===== src/inc/vtr_pkg.sv =====
/*
 viewport transform front end: shared register map, field layout and reset values.
 assumes a 32-bit AXI4-Lite register bus with byte addresses in the low 8 bits.
*/
package vtr_pkg;
    localparam logic [7:0] OFS_CTRL = 8'h00;
    localparam logic [7:0] OFS_FIRST = 8'h04;
    localparam logic [7:0] OFS_COUNT = 8'h08;
    localparam logic [7:0] OFS_X = 8'h0C;
    localparam logic [7:0] OFS_Y = 8'h10;
    localparam logic [7:0] OFS_W = 8'h14;
    localparam logic [7:0] OFS_H = 8'h18;
    localparam logic [7:0] OFS_CMD = 8'h1C;
    localparam logic [7:0] OFS_STATUS = 8'h20;
    localparam logic [7:0] OFS_BOUNDS = 8'h24;
    localparam logic [7:0] OFS_DIMS = 8'h28;
    localparam logic [7:0] OFS_SEL = 8'h2C;
    localparam logic [7:0] OFS_RD_CORNER = 8'h30;
    localparam logic [7:0] OFS_RD_SCALE = 8'h34;
    localparam logic [7:0] OFS_RD_CENTER = 8'h38;
    localparam logic [7:0] OFS_RD_DEPTH = 8'h3C;
    localparam logic [7:0] OFS_OP = 8'h40;
    localparam int CTRL_DROP = 0;
    localparam int CTRL_CLAMP = 1;
    localparam int CTRL_SIGNED = 2;
    localparam int CTRL_INDEX = 3;
    localparam int CTRL_W = 4;
    localparam logic [3:0] CTRL_RESET = 4'h0;
    localparam logic [1:0] CMD_RANGE = 2'h1;
    localparam logic [1:0] CMD_ALL = 2'h2;
    localparam logic [15:0] DEPTH_NEAR_RESET = 16'h0000;
    localparam logic [15:0] DEPTH_FAR_RESET = 16'hFFFF;
    localparam logic [1:0] RESP_OKAY = 2'h0;
    localparam logic [1:0] RESP_SLVERR = 2'h2;
    typedef struct packed {
        logic signed [15:0] x;
        logic signed [15:0] y;
        logic [15:0] w;
        logic [15:0] h;
    } vtr_vp_t;
endpackage


===== src/rtl/vtr_front.sv =====
/*
 viewport store, primitive selection and drop, bounds and colour stage, register slave.
 assumes an AXI4-Lite master on the same clock and a rasterizer taking outValid/outReady.
*/
// The AXI4-Lite register port and the placing of the registers were chosen for this implementation.
`timescale 1ns/1ps
module vtr_front #(
    parameter int NUM_VP = 16,
    parameter logic [15:0] WIN_W = 16'd640,
    parameter logic [15:0] WIN_H = 16'd480,
    parameter bit WINDOW_PRESENT = 1'b1,
    parameter logic [15:0] DISPLAY_DIM = 16'd4096,
    parameter logic [15:0] TARGET_DIM = 16'd8192,
    parameter logic signed [15:0] BOUND_MIN = -16'sd16384,
    parameter logic signed [15:0] BOUND_MAX = 16'sd16383,
    parameter logic [15:0] FB_W = 16'd640,
    parameter logic [15:0] FB_H = 16'd480
) (
    // clock and reset
    input wire logic clock,
    input wire logic reset,
    // register bus
    input wire logic [7:0] awaddr,
    input wire logic awvalid,
    output logic awready,
    input wire logic [31:0] wdata,
    input wire logic [3:0] wstrb,
    input wire logic wvalid,
    output logic wready,
    output logic [1:0] bresp,
    output logic bvalid,
    input wire logic bready,
    input wire logic [7:0] araddr,
    input wire logic arvalid,
    output logic arready,
    output logic [31:0] rdata,
    output logic [1:0] rresp,
    output logic rvalid,
    input wire logic rready,
    // primitives in
    input wire logic primValid,
    output logic primReady,
    input wire logic gsActive,
    input wire logic [1:0] primStream,
    input wire logic [7:0] primVpIdx,
    input wire logic signed [15:0] fragX,
    input wire logic signed [15:0] fragY,
    input wire logic [31:0] primColor,
    // fragments out
    output logic outValid,
    input wire logic outReady,
    output logic [16:0] outCenterX,
    output logic [16:0] outCenterY,
    output logic [16:0] outOriginX,
    output logic [16:0] outOriginY,
    output logic [15:0] outScaleW,
    output logic [15:0] outScaleH,
    output logic [31:0] outColor,
    // pixel operations
    output logic opValid,
    output logic [2:0] opCode
);
    localparam logic [15:0] MAX_DIM = (DISPLAY_DIM > TARGET_DIM) ? DISPLAY_DIM : TARGET_DIM;
    localparam logic [15:0] INIT_W = WINDOW_PRESENT ? WIN_W : 16'h0000;
    localparam logic [15:0] INIT_H = WINDOW_PRESENT ? WIN_H : 16'h0000;

    typedef struct packed {
        logic awready;
        logic wready;
        logic awHave;
        logic wHave;
        logic [7:0] awAddr;
        logic [31:0] wData;
        logic [3:0] wStrb;
        logic bvalid;
        logic [1:0] bresp;
        logic arready;
        logic rvalid;
        logic [1:0] rresp;
        logic [31:0] rdata;
        logic [3:0] ctrl;
        logic [7:0] first;
        logic [31:0] count;
        logic [31:0] sx;
        logic [31:0] sy;
        logic [31:0] sw;
        logic [31:0] sh;
        logic errSticky;
        logic [7:0] sel;
        logic opValid;
        logic [2:0] opCode;
        logic primReady;
        logic outValid;
        logic [16:0] outCx;
        logic [16:0] outCy;
        logic [16:0] outOx;
        logic [16:0] outOy;
        logic [15:0] outW;
        logic [15:0] outH;
        logic [31:0] outColor;
        vtr_pkg::vtr_vp_t [NUM_VP-1:0] vp;
    } vtr_state_t;

    vtr_state_t st_q;
    vtr_state_t st_d;
    vtr_pkg::vtr_vp_t clampVp;
    logic clampNeg;
    logic [31:0] convColor;
    logic doWrite;
    logic doCmd;
    logic rangeBad;
    logic accept;
    logic pass;
    logic [31:0] rangeEnd;
    vtr_pkg::vtr_vp_t selVp;
    vtr_pkg::vtr_vp_t rdVp;
    logic [16:0] rdOx;
    logic [16:0] rdOy;

    // center in half-pixel units: 2x + w
    function automatic logic [16:0] vpCenter(input logic signed [15:0] c, input logic [15:0] e);
        return 17'({c[15], c, 1'b0}) + 17'(e);
    endfunction

    function automatic logic [31:0] applyStrb(input logic [31:0] old, input logic [31:0] nw,
            input logic [3:0] strb);
        logic [31:0] r;
        r = old;
        for (int i = 0; i < 4; i++) begin
            if (strb[i]) begin
                r[8*i +: 8] = nw[8*i +: 8];
            end
        end
        return r;
    endfunction

    vtr_vp_clamp #(
        .BOUND_MIN(BOUND_MIN),
        .BOUND_MAX(BOUND_MAX),
        .MAX_DIM(MAX_DIM)
    ) u_clamp (
        .inX(st_q.sx),
        .inY(st_q.sy),
        .inW(st_q.sw),
        .inH(st_q.sh),
        .vp(clampVp),
        .negative(clampNeg)
    );

    vtr_color_conv u_conv (
        .colorIn(primColor),
        .clampEn(st_q.ctrl[vtr_pkg::CTRL_CLAMP]),
        .signedFmt(st_q.ctrl[vtr_pkg::CTRL_SIGNED]),
        .indexMode(st_q.ctrl[vtr_pkg::CTRL_INDEX]),
        .colorOut(convColor)
    );

    ////////////////////////////////////////////////////////////////////////////////
    // next state
    always_comb begin
        st_d = st_q;
        doWrite = st_q.awHave && st_q.wHave && !st_q.bvalid;
        doCmd = doWrite && st_q.awAddr == vtr_pkg::OFS_CMD;
        rangeEnd = 32'(st_q.first) + st_q.count;
        rangeBad = st_q.count[31] || rangeEnd > 32'(NUM_VP);
        selVp = (gsActive && primVpIdx < 8'(NUM_VP)) ? st_q.vp[primVpIdx] : st_q.vp[0];
        rdVp = (st_q.sel < 8'(NUM_VP)) ? st_q.vp[st_q.sel] : st_q.vp[0];
        rdOx = vpCenter(rdVp.x, rdVp.w);
        rdOy = vpCenter(rdVp.y, rdVp.h);
        accept = primValid && st_q.primReady;
        pass = (!gsActive || primStream == 2'h0)
            && !st_q.ctrl[vtr_pkg::CTRL_DROP]
            && fragX >= 0 && fragY >= 0
            && 16'(fragX) < FB_W && 16'(fragY) < FB_H;
        st_d.opValid = 1'b0;

        // write channel capture
        if (awvalid && st_q.awready) begin
            st_d.awHave = 1'b1;
            st_d.awAddr = awaddr;
            st_d.awready = 1'b0;
        end
        if (wvalid && st_q.wready) begin
            st_d.wHave = 1'b1;
            st_d.wData = wdata;
            st_d.wStrb = wstrb;
            st_d.wready = 1'b0;
        end
        if (bvalid && bready) begin
            st_d.bvalid = 1'b0;
            st_d.awready = 1'b1;
            st_d.wready = 1'b1;
        end
        if (doWrite) begin
            st_d.awHave = 1'b0;
            st_d.wHave = 1'b0;
            st_d.bvalid = 1'b1;
            st_d.bresp = vtr_pkg::RESP_OKAY;
            unique case (st_q.awAddr)
                vtr_pkg::OFS_CTRL: begin
                    st_d.ctrl = 4'(applyStrb(32'(st_q.ctrl), st_q.wData, st_q.wStrb));
                end
                vtr_pkg::OFS_FIRST: begin
                    st_d.first = 8'(applyStrb(32'(st_q.first), st_q.wData, st_q.wStrb));
                end
                vtr_pkg::OFS_COUNT: begin
                    st_d.count = applyStrb(st_q.count, st_q.wData, st_q.wStrb);
                end
                vtr_pkg::OFS_X: begin
                    st_d.sx = applyStrb(st_q.sx, st_q.wData, st_q.wStrb);
                end
                vtr_pkg::OFS_Y: begin
                    st_d.sy = applyStrb(st_q.sy, st_q.wData, st_q.wStrb);
                end
                vtr_pkg::OFS_W: begin
                    st_d.sw = applyStrb(st_q.sw, st_q.wData, st_q.wStrb);
                end
                vtr_pkg::OFS_H: begin
                    st_d.sh = applyStrb(st_q.sh, st_q.wData, st_q.wStrb);
                end
                vtr_pkg::OFS_CMD: begin
                    if (st_q.wData[1:0] == vtr_pkg::CMD_RANGE) begin
                        if (rangeBad || clampNeg) begin
                            st_d.errSticky = 1'b1;
                        end else begin
                            for (int i = 0; i < NUM_VP; i++) begin
                                if (32'(i) >= 32'(st_q.first) && 32'(i) < rangeEnd) begin
                                    st_d.vp[i] = clampVp;
                                end
                            end
                        end
                    end else if (st_q.wData[1:0] == vtr_pkg::CMD_ALL) begin
                        if (clampNeg) begin
                            st_d.errSticky = 1'b1;
                        end else begin
                            for (int i = 0; i < NUM_VP; i++) begin
                                st_d.vp[i] = clampVp;
                            end
                        end
                    end
                end
                vtr_pkg::OFS_STATUS: begin
                    if (st_q.wData[0] && st_q.wStrb[0]) begin
                        st_d.errSticky = 1'b0;
                    end
                end
                vtr_pkg::OFS_SEL: begin
                    st_d.sel = 8'(applyStrb(32'(st_q.sel), st_q.wData, st_q.wStrb));
                end
                vtr_pkg::OFS_OP: begin
                    st_d.opValid = !st_q.ctrl[vtr_pkg::CTRL_DROP];
                    st_d.opCode = st_q.wData[2:0];
                end
                vtr_pkg::OFS_BOUNDS, vtr_pkg::OFS_DIMS, vtr_pkg::OFS_RD_CORNER,
                vtr_pkg::OFS_RD_SCALE, vtr_pkg::OFS_RD_CENTER, vtr_pkg::OFS_RD_DEPTH: begin
                end
                default: begin
                    st_d.bresp = vtr_pkg::RESP_SLVERR;
                end
            endcase
        end

        // read channel
        if (rvalid && rready) begin
            st_d.rvalid = 1'b0;
            st_d.arready = 1'b1;
        end
        if (arvalid && st_q.arready) begin
            st_d.arready = 1'b0;
            st_d.rvalid = 1'b1;
            st_d.rresp = vtr_pkg::RESP_OKAY;
            unique case (araddr)
                vtr_pkg::OFS_CTRL: st_d.rdata = 32'(st_q.ctrl);
                vtr_pkg::OFS_FIRST: st_d.rdata = 32'(st_q.first);
                vtr_pkg::OFS_COUNT: st_d.rdata = st_q.count;
                vtr_pkg::OFS_X: st_d.rdata = st_q.sx;
                vtr_pkg::OFS_Y: st_d.rdata = st_q.sy;
                vtr_pkg::OFS_W: st_d.rdata = st_q.sw;
                vtr_pkg::OFS_H: st_d.rdata = st_q.sh;
                vtr_pkg::OFS_CMD: st_d.rdata = 32'h0000_0000;
                vtr_pkg::OFS_STATUS: st_d.rdata = 32'(st_q.errSticky);
                vtr_pkg::OFS_BOUNDS: st_d.rdata = {BOUND_MAX, BOUND_MIN};
                vtr_pkg::OFS_DIMS: st_d.rdata = {MAX_DIM, MAX_DIM};
                vtr_pkg::OFS_SEL: st_d.rdata = 32'(st_q.sel);
                vtr_pkg::OFS_RD_CORNER: st_d.rdata = {rdVp.y, rdVp.x};
                vtr_pkg::OFS_RD_SCALE: st_d.rdata = {rdVp.h, rdVp.w};
                vtr_pkg::OFS_RD_CENTER: begin
                    st_d.rdata = {rdOy[15:0], rdOx[15:0]};
                end
                vtr_pkg::OFS_RD_DEPTH: begin
                    st_d.rdata = {vtr_pkg::DEPTH_FAR_RESET, vtr_pkg::DEPTH_NEAR_RESET};
                end
                vtr_pkg::OFS_OP: st_d.rdata = 32'(st_q.opCode);
                default: begin
                    st_d.rdata = 32'h0000_0000;
                    st_d.rresp = vtr_pkg::RESP_SLVERR;
                end
            endcase
        end

        ////////////////////////////////////////////////////////////////////////////
        // primitive stage, sampled whole at acceptance
        if (outValid && outReady) begin
            st_d.outValid = 1'b0;
        end
        if (accept && pass) begin
            st_d.outValid = 1'b1;
            st_d.outCx = {fragX, 1'b1};
            st_d.outCy = {fragY, 1'b1};
            st_d.outOx = vpCenter(selVp.x, selVp.w);
            st_d.outOy = vpCenter(selVp.y, selVp.h);
            st_d.outW = selVp.w;
            st_d.outH = selVp.h;
            st_d.outColor = convColor;
        end
        st_d.primReady = !st_d.outValid;
    end

    ////////////////////////////////////////////////////////////////////////////////
    // state register
    always_ff @(posedge clock) begin
        if (reset) begin
            st_q <= '0;
            st_q.awready <= 1'b1;
            st_q.wready <= 1'b1;
            st_q.arready <= 1'b1;
            st_q.primReady <= 1'b1;
            st_q.ctrl <= vtr_pkg::CTRL_RESET;
            for (int i = 0; i < NUM_VP; i++) begin
                st_q.vp[i].x <= 16'sh0000;
                st_q.vp[i].y <= 16'sh0000;
                st_q.vp[i].w <= INIT_W;
                st_q.vp[i].h <= INIT_H;
            end
        end else begin
            st_q <= st_d;
        end
    end

    assign awready = st_q.awready;
    assign wready = st_q.wready;
    assign bvalid = st_q.bvalid;
    assign bresp = st_q.bresp;
    assign arready = st_q.arready;
    assign rvalid = st_q.rvalid;
    assign rresp = st_q.rresp;
    assign rdata = st_q.rdata;
    assign primReady = st_q.primReady;
    assign outValid = st_q.outValid;
    assign outCenterX = st_q.outCx;
    assign outCenterY = st_q.outCy;
    assign outOriginX = st_q.outOx;
    assign outOriginY = st_q.outOy;
    assign outScaleW = st_q.outW;
    assign outScaleH = st_q.outH;
    assign outColor = st_q.outColor;
    assign opValid = st_q.opValid;
    assign opCode = st_q.opCode;
endmodule


===== src/rtl/vtr_vp_clamp.sv =====
/*
 viewport clamp: corner into bounds range, extent to maximum dims, sign check.
 assumes signed 32-bit staged values; purely combinational.
*/
`timescale 1ns/1ps
module vtr_vp_clamp #(
    parameter logic signed [15:0] BOUND_MIN = -16'sd16384,
    parameter logic signed [15:0] BOUND_MAX = 16'sd16383,
    parameter logic [15:0] MAX_DIM = 16'h4000
) (
    // staged values
    input wire logic signed [31:0] inX,
    input wire logic signed [31:0] inY,
    input wire logic signed [31:0] inW,
    input wire logic signed [31:0] inH,
    // clamped entry
    output vtr_pkg::vtr_vp_t vp,
    output logic negative
);
    function automatic logic signed [15:0] clampCorner(input logic signed [31:0] v);
        if (v < 32'(BOUND_MIN)) begin
            return BOUND_MIN;
        end else if (v > 32'(BOUND_MAX)) begin
            return BOUND_MAX;
        end
        return v[15:0];
    endfunction

    function automatic logic [15:0] clampDim(input logic signed [31:0] v);
        if (v < 0) begin
            return 16'h0000;
        end else if (v > 32'(MAX_DIM)) begin
            return MAX_DIM;
        end
        return v[15:0];
    endfunction

    always_comb begin
        vp.x = clampCorner(inX);
        vp.y = clampCorner(inY);
        vp.w = clampDim(inW);
        vp.h = clampDim(inH);
        negative = inW[31] | inH[31];
    end
endmodule


===== src/rtl/vtr_color_conv.sv =====
/*
 final colour conversion: float pass, normalized fixed point, index rounding.
 assumes integer components sit in the low IN_BITS of the word.
*/
`timescale 1ns/1ps
module vtr_color_conv #(
    parameter int IN_BITS = 16,
    parameter int OUT_BITS = 8,
    parameter int IDX_FRAC = 4,
    parameter int IDX_BITS = 8
) (
    // colour and mode
    input wire logic [31:0] colorIn,
    input wire logic clampEn,
    input wire logic signedFmt,
    input wire logic indexMode,
    // converted colour
    output logic [31:0] colorOut
);
    logic [OUT_BITS-1:0] fixedVal;
    logic [31:0] rounded;

    generate
        if (OUT_BITS < IN_BITS) begin : g_narrow
            assign fixedVal = colorIn[IN_BITS-1 -: OUT_BITS];
        end else begin : g_wide
            assign fixedVal = {colorIn[IN_BITS-1:0], {(OUT_BITS-IN_BITS){1'b0}}};
        end
    endgenerate

    assign rounded = (colorIn + 32'(1 << (IDX_FRAC - 1))) >> IDX_FRAC;

    always_comb begin
        if (indexMode) begin
            colorOut = {{(32-IDX_BITS){1'b0}}, rounded[IDX_BITS-1:0]};
        end else if (!clampEn) begin
            colorOut = colorIn;
        end else if (signedFmt) begin
            colorOut = {{(32-OUT_BITS){fixedVal[OUT_BITS-1]}}, fixedVal};
        end else begin
            colorOut = {{(32-OUT_BITS){1'b0}}, fixedVal};
        end
    end
endmodule


===== config.mk =====
export PLATFORM = sky130hd
export DESIGN_NAME = vtr_front
export DESIGN_NICKNAME = d
export VERILOG_FILES = /design/src/inc/vtr_pkg.sv /design/src/rtl/vtr_front.sv /design/src/rtl/vtr_vp_clamp.sv /design/src/rtl/vtr_color_conv.sv
export SDC_FILE = /design/constraint.sdc
export NUM_CORES = 2
export LEC_CHECK = 0
export ABC_AREA = 0
export BUFFER_PORTS_ARGS = -buffer_cell sky130_fd_sc_hd__buf_2
export CAP_MARGIN = 25
export CORE_ASPECT_RATIO = 1.2
export CORE_MARGIN = 10
export CORE_UTILIZATION = 35
export CTS_CLUSTER_DIAMETER = 60
export CTS_CLUSTER_SIZE = 14
export DETAILED_ROUTE_END_ITERATION = 7
export SLEW_MARGIN = 10
export SYNTH_ARGS = -nofsm -noshare
export SYNTH_HDL_FRONTEND = slang
export SYNTH_SLANG_ARGS = --single-unit
export TNS_END_PERCENT = 5

===== constraint.sdc =====
create_clock -name clock -period 8.2 [get_ports clock]
set_input_delay 0.82 -clock clock [delete_from_list [all_inputs] [get_ports clock]]
set_output_delay 0.82 -clock clock [all_outputs]
set_load 0.05 [all_outputs]

==> out/results.txt <==
vias per cell -> 5.84
status -> finished clean
post-route insts no fill -> 9,659
Critical Path AT -> 6.81 ns
Total GRT Usage -> 0.218
initial drt markers -> 5,822
unrepaired setup endpoints after global routing -> no
Netlist cell types -> 80
Post-Route WL -> 270 mm
Clock Latency Late Sink -> 0.80 ns
DP Wirelength -> 177 mm
die width -> 446 µm
crit path kind -> flip-flop to flip-flop
FF+latch count, synth -> 1,425
FF-to-FF path depth -> 14
crit-path max FO -> 52
fin area -> 82,300 µm²
Clock transition at path regs -> 0.07 ns
clk sinks -> 1,425
pwr dens -> 157 nW/µm²
Ys Warns -> 0
Slew Viols, Final -> 0
Top FF cell, synth -> dfxtp_1
Setup Viol. Count Final -> 0
Worst IR Drop VDD -> 0.188 mV
RePlAce Congestion -> 0.947
achievable frequency -> 164 MHz
Root Driver -> clkbuf_16
Num CTS Buffers -> 117
Yosys top cell by area -> dfxtp_1
Synth async-reset ratio -> 0
hold crit path type -> input pin to flip-flop
# rows -> 187
final hold viol count -> 0
detailed-route wire length per cell -> 28.0 µm
full die area -> 237,000 µm²
IO buf count -> 312
NumNets Final -> 6,999
CTS tree -> done
core area -> 217,000 µm²
first-pass GRT wire length -> 392 mm
final worst path period need -> 6.11 ns
initial antenna violation count -> 15
initial core utilization -> 0.352
placed cell areas -> 78,900 µm²
Least-Margin Pin Slew -> 1.17 ns
Critical Path RT -> 8.90 ns
Max-Cap Viols -> 0
TNS Setup -> 0 ns
I/O pin count -> 315
Fill cells -> 20,900
Die Height -> 531 µm
synth top area cells -> dfxtp_1, mux4_2, mux2i_1
Final ANT Viol Nets -> 0
Hold Path Stages -> 2
via count -> 56,400
Max Root-Sink Buffers -> 3
nature of the critical path endpoint -> flip-flop
Avg Inst Size Synth -> 10.9 µm²
DRC Markers -> 0
Clock Skew -> 0.0398 ns
vias in the first global route -> 56,300
P&R area growth vs syn -> 7.81%
pin count of the biggest net entering global routing -> 210
leakage power -> 0.0349 µW
drt first pass iters -> 6
grt ovf -> 0
Final Cycle Share -> 0.745
Critical Path Start Type -> flip-flop
Syn Inst Count -> 7,031
top-count cell post-synth -> dfxtp_1
Netlist Area Pre-Place -> 76,300 µm²
# hold bufs at CTS -> 0
placed cells -> 9,504
Max-Slew Margin vs Limit -> 0.218
H-tree levels -> 3
Post-CTS Setup Repair Bufs -> 0
post-synth top area share -> 0.374
setup ws final -> 2.09 ns
layout cells sized above 1 -> 0.204
Gates resized, CTS repair -> 0
commonest cells in the netlist -> dfxtp_1, mux2i_1, nand2b_1, mux4_2, nor2_1
Post-synth EDFFs -> 0
pre-CTS setup slack -> 1.63 ns
Seq/Total Area, Yosys -> 0.374
per-layer routing:
layer | global-route usage | vias up | routed length [µm] | part of all wire
li1 | - | 24800 | - | -
met1 | 0.268 | 28600 | 107000 | 0.40
met2 | 0.354 | 2357 | 125000 | 0.46
met3 | 0.0418 | 619 | 20600 | 0.076
met4 | 0.125 | 12 | 17800 | 0.066
met5 | 0 | - | 80 | 0.00030
kinds of logic (layout without fill, tap and decap cells):
kind of cell | after synthesis | after routing | share of synthesized area
AOI/OAI and AO/OA | 726 | 726 | 0.0598
xor gates and xnor gates | 64 | 64 | 0.00735
adders and majority gates | 73 | 73 | 0.0125
buffers and inverters | 827 | 616 | 0.0528
DFF | 1425 | 1425 | 0.374
muxes | 1845 | 1845 | 0.349
other | 1 | 5 | 0.0000491
and+or+nand+nor | 2070 | 2070 | 0.145
through the flow:
| step | hold slack (ns) | utilization | power [µW] |
|---|---|---|---|
| 2_1_floorplan | 0.431 | - | 7460 |
| 3_3_place_gp | 0.435 | 0.364 | 7630 |
| 3_5_place_dp | 0.440 | 0.364 | 7640 |
| 4_1_cts | 0.201 | 0.380 | 13000 |
| 5_1_grt | 0.247 | 0.380 | 13300 |
| 6_report | 0.244 | 0.380 | 12900 |
report_power, final:
part	switching, µW	internal [µW]	total [µW]
Combinational	319	194	514
Sequential	39.7	6930	6970
Clock	2690	2730	5420
critical path, stage by stage (launching register included):
cell and delay (ns):
dfxtp_1 0.52, inv_1 0.13, fa_1 0.47, nand2b_1 0.19, a21oi_1 0.29, o21a_1 0.34
a311oi_1 0.13, o21ai_0 0.28, nand4b_1 0.18, buf_4 0.25, o21a_4 0.53, buf_4 0.91
or3_4 0.96, buf_4 0.52, mux2i_1 0.24
worst paths after layout:
path                             start                        end  slack, ns
max            st_q[1332]$_SDFFE_PP0P_     st_q[723]$_SDFFE_PP0P_       2.09
min                             wvalid        wready$_SDFFE_PP1P_       0.24
max reg2reg    st_q[1332]$_SDFFE_PP0P_     st_q[723]$_SDFFE_PP0P_       2.09
min reg2reg  outColor[15]$_SDFFE_PP0P_  outColor[15]$_SDFFE_PP0P_       0.45
sequential cells by signal (all words and copies together) (netlist names):
| name | count |
|---|---|
| outOriginY | 17 |
| outScaleH | 15 |
| st_q | 1251 |
| rresp | 1 |
| opCode | 3 |
| primReady | 1 |
| arready | 1 |
| outColor | 32 |
| awready | 1 |
| rvalid | 1 |
| outValid | 1 |
| rdata | 32 |
| bvalid | 1 |
| opValid | 1 |
| bresp | 1 |
| outOriginX | 17 |
| wready | 1 |
| outScaleW | 15 |
| outCenterY | 16 |
| outCenterX | 17 |
cell usage in the layout (no fill, tap or decap), types with 67 or more instances in the layout:
master,synthesis,final
mux2_2,116,116
o21ai_0,133,133
nand3_1,87,82
a21oi_1,249,247
nor2_1,464,455
ha_1,68,68
mux4_2,640,640
clkbuf_16,0,118
nand2_1,326,325
nand2b_1,824,824
buf_2,45,308
mux2i_1,1088,1088
buf_4,221,100
nor2b_1,67,67
dfxtp_1,1425,1420
layout make-up:
type | count | area [µm²] | share of cell area
antenna | 3 | 7.51 | 0.0000913
tap | 2835 | 3550 | 0.0431
clock inverter | 20 | 304 | 0.00370
sequential | 1425 | 28500 | 0.347
clock buffer | 130 | 3020 | 0.0367
timing repair buffer | 432 | 2750 | 0.0335
inverter | 34 | 128 | 0.00155
multi-input combinational | 4780 | 44000 | 0.534
Power figures use the tool's default switching activity.
